--- config.mk ---
export PLATFORM = sky130hd
export DESIGN_NAME = uart_host_access_mode_select
export DESIGN_NICKNAME = d
export VERILOG_FILES = /design/src/pkg/uart_bridge_pkg.sv /design/src/verilog/uart_host_access_mode_select.sv
export VERILOG_INCLUDE_DIRS = /design/src /design/src/pkg
export SDC_FILE = /design/constraint.sdc
export NUM_CORES = 1
export LEC_CHECK = 0
export ABC_AREA = 1
export BUFFER_PORTS_ARGS = -buffer_cell sky130_fd_sc_hd__buf_2
export CAP_MARGIN = 40
export CORE_MARGIN = 2
export CORE_UTILIZATION = 56
export CTS_BUF_LIST = sky130_fd_sc_hd__clkbuf_4 sky130_fd_sc_hd__clkbuf_8
export DETAILED_ROUTE_END_ITERATION = 7
export PLACE_DENSITY = 0.95
export SLEW_MARGIN = 5
export SYNTH_ARGS = -nofsm -noshare
export SYNTH_HDL_FRONTEND = slang
export SYNTH_SLANG_ARGS = --single-unit
--- constraint.sdc ---
create_clock -name sys_clk_in -period 2.7 [get_ports sys_clk_in]
set_clock_uncertainty 0.15 [all_clocks]
set_input_delay 0.135 -clock sys_clk_in [delete_from_list [all_inputs] [get_ports sys_clk_in]]
set_output_delay 0.135 -clock sys_clk_in [all_outputs]
set_load 0.005 [all_outputs]
--- src/pkg/uart_bridge_defines.svh ---
// Constants for the octal serial host access and mode select block.
// Assumes inclusion by bare name from the package and the design file.
`ifndef UART_BRIDGE_DEFINES_SVH
`define UART_BRIDGE_DEFINES_SVH
// Configuration space dword offsets (byte offset / 4)
`define CFG_IDX_ID        10'h000
`define CFG_IDX_CMD       10'h001
`define CFG_IDX_CLASS     10'h002
`define CFG_IDX_IO_BAR    10'h004
`define CFG_IDX_MEM_BAR   10'h005
`define CFG_COMPAT_BYTES  256
`define CFG_TOTAL_BYTES   4096
// Command register bits
`define CMD_IO_EN_BIT     0
`define CMD_MEM_EN_BIT    1
// Window sizes as address bit counts
`define IO_WIN_BITS       6
`define MEM_WIN_BITS      12
// Channel block layout
`define CHAN_BLOCK_BITS   3
`define CHAN_SEL_BITS     3
`define MEM_ENH_BIT       6
// FIFO depths
`define DEPTH_BYTE        8'h01
`define DEPTH_LEGACY      8'h10
`define DEPTH_DEEP        8'h80
`endif

--- src/pkg/uart_bridge_pkg.sv ---
// Types shared by the host access and mode select block.
// Assumes the defines header is on the include path.
package uart_bridge_pkg;
`include "uart_bridge_defines.svh"
   typedef enum logic [1:0] {KIND_CFG0, KIND_IO, KIND_MEM, KIND_OTHER} req_kind_type;
   typedef enum logic [1:0] {MODE_LEGACY, MODE_DEEP, MODE_EXTENDED} chan_mode_type;
   typedef struct packed {
      req_kind_type kind;     // Transaction class
      logic         mmcfg;    // Config reached by memory-mapped addressing
      logic         wr;       // Write when set
      logic [31:0]  addr;     // Byte address
      logic [31:0]  wdata;    // Write data
   } host_req_type;
   typedef struct packed {
      logic [2:0] chan;       // Target channel
      logic [2:0] reg_off;    // Register inside the 8-byte block
      logic       enh;        // Enhanced register bank
      logic       wr;         // Write when set
      logic [7:0] wdata;      // Write byte
   } chan_acc_type;
endpackage

--- src/verilog/uart_host_access_mode_select.sv ---
// Host access decoding, config space and per-channel mode selection.
// Assumes requests already parsed from packets on the same clock,
// and per-channel function bits supplied by the channel logic.
//
// Notes on behaviour
// - One function, identifiable by ID registers
// - Type 0 config reads/writes always completed
// - Low 256 bytes same via both paths
// - Upper config only by memory-mapped access
// - I/O window hit means I/O access
// - Memory window hit means memory access
// - Eight channels behind one host port
// - Each channel owns an 8-byte block
// - Enhanced bank only through memory window
// - Basic registers identical via I/O, memory
// - Enhanced bits pick deep or extended mode
// - Enhanced bit clear forces legacy mode
// - Legacy without FIFOs buffers one byte
// - Legacy with FIFOs gives 16 entries
// - Enhanced modes give 128-byte FIFOs
`timescale 1ns/10ps
`include "uart_bridge_defines.svh"

module uart_host_access_mode_select #(
   parameter logic [15:0] VENDOR_CODE = 16'h0A5A,      // Arbitrary value
   parameter logic [15:0] DEVICE_CODE = 16'h0C3C,      // Arbitrary value
   parameter logic [31:0] CLASS_REV   = 32'h0700_0200, // Arbitrary value
   parameter int          NUM_CHAN    = 8
) (
   input  wire logic                                sys_clk_in,       // 125 MHz clock
   input  wire logic                                rstn_in,          // Async reset, low
   input  wire logic                                req_valid_in,     // Request strobe
   input  wire uart_bridge_pkg::host_req_type       req_in,           // Request fields
   input  wire logic [NUM_CHAN-1:0]                 enh_func_bit_in,  // Enhanced bit 4
   input  wire logic [NUM_CHAN-1:0]                 spec_func_bit_in, // Special bit 5
   input  wire logic [NUM_CHAN-1:0]                 fifo_en_in,       // Legacy FIFO enable
   output logic                                     cpl_valid_out,    // Config completion
   output logic [31:0]                              cpl_data_out,     // Config read data
   output logic                                     unclaimed_out,    // Request not claimed
   output logic                                     chan_valid_out,   // Channel access
   output uart_bridge_pkg::chan_acc_type            chan_acc_out,     // Channel access
   output uart_bridge_pkg::chan_mode_type [NUM_CHAN-1:0] mode_out,    // Per channel mode
   output logic [NUM_CHAN-1:0][7:0]                 depth_out         // Per channel depth
);
   import uart_bridge_pkg::*;

   // ************************************************************
   // Configuration space
   // ************************************************************
   logic [1:0]                   cmd_r;
   logic [31:`IO_WIN_BITS]       io_bar_r;
   logic [31:`MEM_WIN_BITS]      mem_bar_r;
   logic                         cpl_valid_r;
   logic [31:0]                  cpl_data_r;
   logic                         unclaimed_r;
   logic                         chan_valid_r;
   chan_acc_type                 chan_acc_r;

   // Conventional addressing only carries 64 dwords, so the upper bits are
   // forced to zero and both paths land on the same low registers.
   wire logic [9:0] cfg_idx = req_in.mmcfg ? req_in.addr[11:2]
                                           : {4'h0, req_in.addr[7:2]};
   wire logic is_cfg   = req_valid_in && (req_in.kind == KIND_CFG0);
   wire logic cfg_wr   = is_cfg && req_in.wr;

   function automatic logic [31:0] cfg_read(input logic [9:0] idx);
      unique case (idx)
         `CFG_IDX_ID:      cfg_read = {DEVICE_CODE, VENDOR_CODE};
         `CFG_IDX_CMD:     cfg_read = {30'h0000_0000, cmd_r};
         `CFG_IDX_CLASS:   cfg_read = CLASS_REV;
         `CFG_IDX_IO_BAR:  cfg_read = {io_bar_r, 6'h01};
         `CFG_IDX_MEM_BAR: cfg_read = {mem_bar_r, 12'h000};
         default:          cfg_read = 32'h0000_0000; // Unused and extended space
      endcase
   endfunction

   // Register writes from type 0 config requests
   always_ff @(posedge sys_clk_in or negedge rstn_in) begin
      if (!rstn_in) begin
         cmd_r     <= 2'h0;
         io_bar_r  <= '0;
         mem_bar_r <= '0;
      end else if (cfg_wr) begin
         if (cfg_idx == `CFG_IDX_CMD)     cmd_r     <= req_in.wdata[1:0];
         if (cfg_idx == `CFG_IDX_IO_BAR)  io_bar_r  <= req_in.wdata[31:`IO_WIN_BITS];
         if (cfg_idx == `CFG_IDX_MEM_BAR) mem_bar_r <= req_in.wdata[31:`MEM_WIN_BITS];
      end
   end

   // ************************************************************
   // Window decode
   // ************************************************************
   // Hits need the matching space enabled in the command register
   wire logic io_hit  = req_valid_in && (req_in.kind == KIND_IO) && cmd_r[`CMD_IO_EN_BIT]
                        && (req_in.addr[31:`IO_WIN_BITS] == io_bar_r);
   wire logic mem_hit = req_valid_in && (req_in.kind == KIND_MEM) && cmd_r[`CMD_MEM_EN_BIT]
                        && (req_in.addr[31:`MEM_WIN_BITS] == mem_bar_r);
   // Memory window: low 64 bytes mirror the I/O blocks, next 64 the enhanced bank
   wire logic mem_ok  = mem_hit && (req_in.addr[`MEM_WIN_BITS-1:`MEM_ENH_BIT+1] == '0);
   wire logic claim   = io_hit || mem_ok;
   wire logic [2:0] sel_chan = req_in.addr[`CHAN_BLOCK_BITS+`CHAN_SEL_BITS-1:`CHAN_BLOCK_BITS];

   // Completion and forwarding, one cycle after the request
   always_ff @(posedge sys_clk_in or negedge rstn_in) begin
      if (!rstn_in) begin
         cpl_valid_r  <= 1'b0;
         cpl_data_r   <= 32'h0000_0000;
         unclaimed_r  <= 1'b0;
         chan_valid_r <= 1'b0;
         chan_acc_r   <= '0;
      end else begin
         cpl_valid_r  <= is_cfg;
         cpl_data_r   <= (is_cfg && !req_in.wr) ? cfg_read(cfg_idx) : 32'h0000_0000;
         unclaimed_r  <= req_valid_in && !is_cfg && !claim;
         chan_valid_r <= claim;
         if (claim) begin
            chan_acc_r.chan    <= sel_chan;
            chan_acc_r.reg_off <= req_in.addr[`CHAN_BLOCK_BITS-1:0];
            chan_acc_r.enh     <= mem_ok && req_in.addr[`MEM_ENH_BIT];
            chan_acc_r.wr      <= req_in.wr;
            chan_acc_r.wdata   <= req_in.wdata[7:0];
         end
      end
   end

   assign cpl_valid_out  = cpl_valid_r;
   assign cpl_data_out   = cpl_data_r;
   assign unclaimed_out  = unclaimed_r;
   assign chan_valid_out = chan_valid_r;
   assign chan_acc_out   = chan_acc_r;

   // ************************************************************
   // Per-channel mode and FIFO depth
   // ************************************************************
   for (genvar c = 0; c < NUM_CHAN; c++) begin : g_chan
      chan_mode_type mode_nxt;
      logic [7:0]    depth_nxt;
      chan_mode_type mode_r;
      logic [7:0]    depth_r;
      // Special bit only matters once enhanced bit is set
      assign mode_nxt = !enh_func_bit_in[c] ? MODE_LEGACY
                        : (spec_func_bit_in[c] ? MODE_EXTENDED : MODE_DEEP);
      assign depth_nxt = (mode_nxt != MODE_LEGACY) ? `DEPTH_DEEP
                         : (fifo_en_in[c] ? `DEPTH_LEGACY
                                          : `DEPTH_BYTE);
      always_ff @(posedge sys_clk_in or negedge rstn_in) begin
         if (!rstn_in) begin
            mode_r  <= MODE_LEGACY;
            depth_r <= `DEPTH_BYTE;
         end else begin
            mode_r  <= mode_nxt;
            depth_r <= depth_nxt;
         end
      end
      assign mode_out[c]  = mode_r;
      assign depth_out[c] = depth_r;

   end
endmodule // uart_host_access_mode_select

## Yosys cells after proc, flatten, opt, wreduce, memory -nomap -nowiden

Cells that the tools add are included.

| cells by class | value |
|---|---|
| reductions and logical operators | 31 |
| mux-type cells | 35 |
| equality and inequality tests | 8 |

Operator list:

| operator | count |
|---|---|
| 32-bit one-hot mux with 5 select lines | 1 |
| 8-bit 2-to-1 mux | 8 |
| 5-bit 2-to-1 mux | 8 |
| 2-bit 2-to-1 mux | 16 |
| 32-bit 2-to-1 mux | 1 |
| 26-bit == test | 1 |
| 10-bit by 3-bit == test with 1-bit output, second input constant | 2 |
| 20-bit == test | 1 |
| 2-bit nonzero test | 8 |
| 1-bit logical AND | 13 |
| 10-bit by 1-bit == test with 1-bit output, second input constant | 1 |
| 10-bit by 2-bit == test with 1-bit output, second input constant | 1 |
| 10-bit logical NOT | 1 |
| 10-bit 2-to-1 mux | 1 |
| 2-bit AND reduction | 3 |
| 5-bit logical NOT | 1 |
| 1-bit logical NOT | 3 |
| 2-bit by 1-bit == test with 1-bit output, second input constant | 1 |
| 2-bit == test, second input constant | 1 |
| 2-bit logical NOT | 1 |
| 1-bit logical OR | 1 |

| word-level totals | value |
|---|---|
| word-level logic and storage cells | 102 |
| input bits | 95 |
| bits in registers | 179 |

## Longest topological paths before layout

| depth | value |
|---|---|
| word-level depth | 8 |
| depth in mapped cells | 12 |

## Least setup slack after synthesis

OpenSTA, ideal clock, no wires.

| timing path | value |
|---|---|
| kind | register -> register |
| start point | register io_bar_r[29] (netlist name) |
| end point | register chan_acc_r (netlist bit chan_acc_out[10]) |
| data required time | 2.434 ns |
| cell stages (with the launch flop) | 10 |
| arrival | 1.276 ns |
| path buffers | 1 |
| path slack | 1.158 ns |
| cell sequence | dfrtp_1 > xnor2_1 > nand2_1 > nor2_1 > nand3_1 > inv_1 > nand2_1 > buf_2 > nand3_1 > nand2_1 |

| between the ends | value |
|---|---|
| cells in the longest elaborated chain, start to end | 3 |

RTL lines:

| item | line | text |
|---|---|---|
| start: declaration | uart_host_access_mode_select.sv:51 | `` logic [31:`IO_WIN_BITS] io_bar_r; `` |
| start signal: assignment | uart_host_access_mode_select.sv:85 | `` if (cfg_idx == `CFG_IDX_IO_BAR) io_bar_r <= req_in.wdata[31:`IO_WIN_BITS]; `` |
| 26-bit == test | uart_host_access_mode_select.sv:95 | `` && (req_in.addr[31:`IO_WIN_BITS] == io_bar_r); `` |
| 1-bit logical AND | uart_host_access_mode_select.sv:94 | `` wire logic io_hit = req_valid_in && (req_in.kind == KIND_IO) && cmd_r[`CMD_IO_EN_BIT] `` |
| 1-bit logical OR | uart_host_access_mode_select.sv:100 | `wire logic claim = io_hit \|\| mem_ok;` |
| end: declaration | uart_host_access_mode_select.sv:57 | `chan_acc_type chan_acc_r;` |

Every way passes these cells.
A chain may end at the register's enable or synchronous reset.

## Worst setup path in the final report

| timing path | value |
|---|---|
| start point | input req_in[66] (netlist name) |
| end point | register io_bar_r[9] (netlist name) |

| between the ends | value |
|---|---|
| cells in the longest elaborated chain, start to end | 4 |

RTL lines:

| item | line | text |
|---|---|---|
| start: declaration | uart_host_access_mode_select.sv:33 | `input wire uart_bridge_pkg::host_req_type req_in,` |
| 2-bit logical NOT | uart_host_access_mode_select.sv:63 | `wire logic is_cfg = req_valid_in && (req_in.kind == KIND_CFG0);` |
| 1-bit logical AND | uart_host_access_mode_select.sv:63 |  |
| 1-bit logical AND | uart_host_access_mode_select.sv:64 | `wire logic cfg_wr = is_cfg && req_in.wr;` |
| 2-bit AND reduction (no line) | -- |  |

Every way passes these cells.

==> results.py <==
metrics = {
    "power_and_ir_drop": {
        "leakagePower_nw": 4.82,
        "ir_drop_uv": 370,
        "switchingPower_mw": 1.16,
        "intPower_mw": 3.05,
        "powerDensity_nw_per_um2": 497,
        "pwr-share-seq_pct": 49.8,
        "switching_share_pct": 27.6,
        "pwr-share-comb_pct": 10.2,
        "clockPowerShare_pct": 40.0,
    },
    "synthesis": {
        "async_flop_share_pct": 100,
        "synth_top_cell_by_area": "dfrtp_1",
        "synth_top_area_share_pct": 50.2,
        "ys_ff_latch": 136,
        "synth.distinct_cells": 31,
        "synth_common_cells": "nand2_1 (246), dfrtp_1 (128), inv_1 (124)",
        "syn_inst": 789,
        "synth.cell_area_um2": 6380,
        "synth.most_common_cell": "nand2_1",
        "yosys-top-cells-area": "dfrtp_1 (50%), nand2_1 (14%), inv_1 (7.3%)",
        "yosysWarnings": 0,
        "synth_edf_count": 0,
        "ys.flop_type": "dfrtp_1",
        "synth-seq-area-share_pct": 53.5,
        "syn_area_per_cell_um2": 8.09,
    },
    "grt": {
        "antenna_found_initial": 1,
        "track_usage_pct": 28.0,
        "overflow": 0,
        "grt_max_degree": 61,
        "grt_pass1_wl_um": 27600,
        "first_global_vias": 5957,
    },
    "job": {
        "drv_cap": 0,
    },
    "layout": {
        "synthToLayoutAreaGrowth_pct": 32.7,
        "seqCellArea_um2": 3410,
        "drive_above_1_share_pct": 23.8,
        "diodes": 0,
        "multi_input_area_um2": 2210,
        "layout.cells.non_filler": 1206,
        "nNetsFinal": 1148,
        "num-fill-cells": 693,
    },
    "critical_path": {
        "startpoint_type": "input port",
        "path_cells": "dlygate4sd3_1 -> buf_2 -> nor2_1 -> dlygate4sd3_1 -> nand2_1 -> nor2_2 -> nand2_4 -> nor2_1 -> a21oi_1",
        "path_class": "input port to flip-flop",
        "crit_arrival_ns": 2.63,
        "crit_path_max_fanout": 52,
        "end_kind": "flip-flop",
        "cp_num_buf_inv": 3,
        "crit_slowest_cell": "dlygate4sd3_1",
        "crit_path_max_incr_delay_ns": 0.57,
        "worstPathRequired_ns": 2.86,
        "critPathTopFamily": "buffers and inverters",
    },
    "clock_tree": {
        "cts_sinks": 136,
        "htreeDepth": 4,
        "cts_buffers": 17,
        "clk_pin_slew_ns": 0.09,
        "cts_setup_buffers": 0,
        "clk_latency_ns": 0.44,
        "root_buffer": "clkbuf_8",
        "cts_tree": "done",
        "cts_buffer_depth": 2,
    },
    "die": {
        "fp.dieArea_um2": 12300,
        "start_util_pct": 58.1,
        "io_pins": 226,
        "rows": 38,
        "die_h_um": 111,
        "core_area_um2": 11000,
        "die_w_um": 111,
    },
    "place": {
        "gp_congestion": 0.853,
        "hpwl_um": 10900,
        "io_buffer_count": 183,
        "place_inst": 1089,
    },
    "timing": {
        "finalSetupTns_ns": 0,
        "drv_slew": 0,
        "hold_violations": 0,
        "worst_slew_pin_slew_ns": 0.603,
        "slew_headroom_pct": 59.6,
        "max_freq_mhz": 404,
        "rsz0062_at_grt": "no",
        "setup_viol": 0,
        "finalCritPeriodShare_pct": 91.6,
        "post-route-min-period_ns": 2.47,
    },
    "detailed_routing": {
        "ant_nets": 0,
        "dr.first_iter.drc_count": 497,
        "wire_per_inst_um": 14.2,
        "vias": 5929,
        "post_drt_via_cell_ratio": 4.92,
        "postRouteWirelength_um": 17100,
        "drc_errors": 0,
        "first_pass_iters": 8,
    },
    "hold_path": {
        "hp-class": "input port to asynchronous set/reset pin",
    },
    "run_status": {
        "status": "completed",
    },
}
[sequential cells by signal, summed over array words and instances, names as in the netlist, 2 cells and up]
register,count
chan_acc_out,16
cmd_r,2
cpl_data_out,29
g_chan.depth_r,24
g_chan.mode_r,16
io_bar_r,26
mem_bar_r,20
[placed cells by master, fill, tap and decap left out, drive strengths merged]
cell,count
dlygate4sd3,85
nand4,2
nand3,28
clkinv,5
buf,185
o21ai,57
nand2,250
inv,135
dfrtp,128
o211ai,1
xor2,2
xnor2,9
nor3,1
clkinvlp,1
conb,42
nor2,84
bufinv,1
a21oi,25
clkbuf,17
dfstp,8
[logic make-up after synthesis]
logic type      Yosys count  share of synthesized area [%]
compound gates           83                           7.25
xor+xnor                 11                           1.51
buf+inv                 193                           14.4
flops                   136                           53.5
other cells               1                         0.0588
simple gates            365                           23.3
[routing by layer]
metal | GRT usage (%) | vias up | wire length [um] | part of all wire (%)
li1 | - | 2815 | - | -
met2 | 48.5 | 287 | 8560 | 50
met1 | 33.2 | 2774 | 6520 | 38
met5 | 0 | - | 13 | 0.076
met4 | 11.1 | 2 | 489 | 2.9
met3 | 7.60 | 51 | 1490 | 8.7
[power by group through the flow]
stage	Clock [mW]	Combinational (mW)	Sequential, mW
after floorplan	0	0.169	2.14
after global placement	0	0.313	2.13
after detailed placement	0	0.324	2.14
after CTS	1.70	0.419	2.10
after global routing	1.80	0.478	2.10
final	1.69	0.430	2.10
[per-stage QoR]
step                      cell area [um^2]  hold slack [ns]  power, mW  setup WS [ns]  utilization [%]
after floorplan                       6540           -0.311       2.31           1.16                -
after global placement                7220          -0.0108       2.45          0.672             65.8
after detailed placement              7220         -0.00702       2.46          0.545             65.8
after CTS                             8470           0.0636       4.22          0.208             77.1
after global routing                  8470            0.116       4.38          0.118             77.1
final                                 8470           0.0718       4.21          0.227             77.1
[layout make-up]
cell class	count	area share, %
Sequential cell	136	40.3
Multi-Input combinational cell	501	26.1
Timing Repair Buffer	270	21.3
Inverter	127	5.67
Clock buffer	17	2.76
Tap cell	140	2.07
Clock inverter	15	1.88
[worst reg2reg max path, stage by stage, from the launching register on]
cell	delay [ns]
dfrtp_1	0.41
inv_1	0.09
nand2_1	0.07
nand2_1	0.09
nand2_1	0.06
nor2_1	0.17
nand3_1	0.18
inv_1	0.08
nand2_1	0.36
nand3_1	0.22
nand2_1	0.08
[path summary, 6_finish.rpt]
check                                  from  slack, ns                    to  cells after the start
min reg2reg                chan_acc_out[11]       0.36      chan_acc_out[11]                      2
min in group sys_clk_in          req_in[65]       0.09       cpl_data_out[0]                      6
max                              req_in[66]       0.23           io_bar_r[9]                      9
max reg2reg                    io_bar_r[20]       0.65      chan_acc_out[14]                     10
max in group asynchronous           rstn_in       1.58  g_chan[5].depth_r[0]                      3
min                                 rstn_in       0.07      cpl_data_out[31]                      2
[timing repair]
item                                    in CTS  in global routing
hold endpoints to repair                   225                  0
hold buffers                                85                  0
endpoints found under the setup margin       0                  1
gates resized for setup                      0                  1
(Power assumes the default switching activity.)
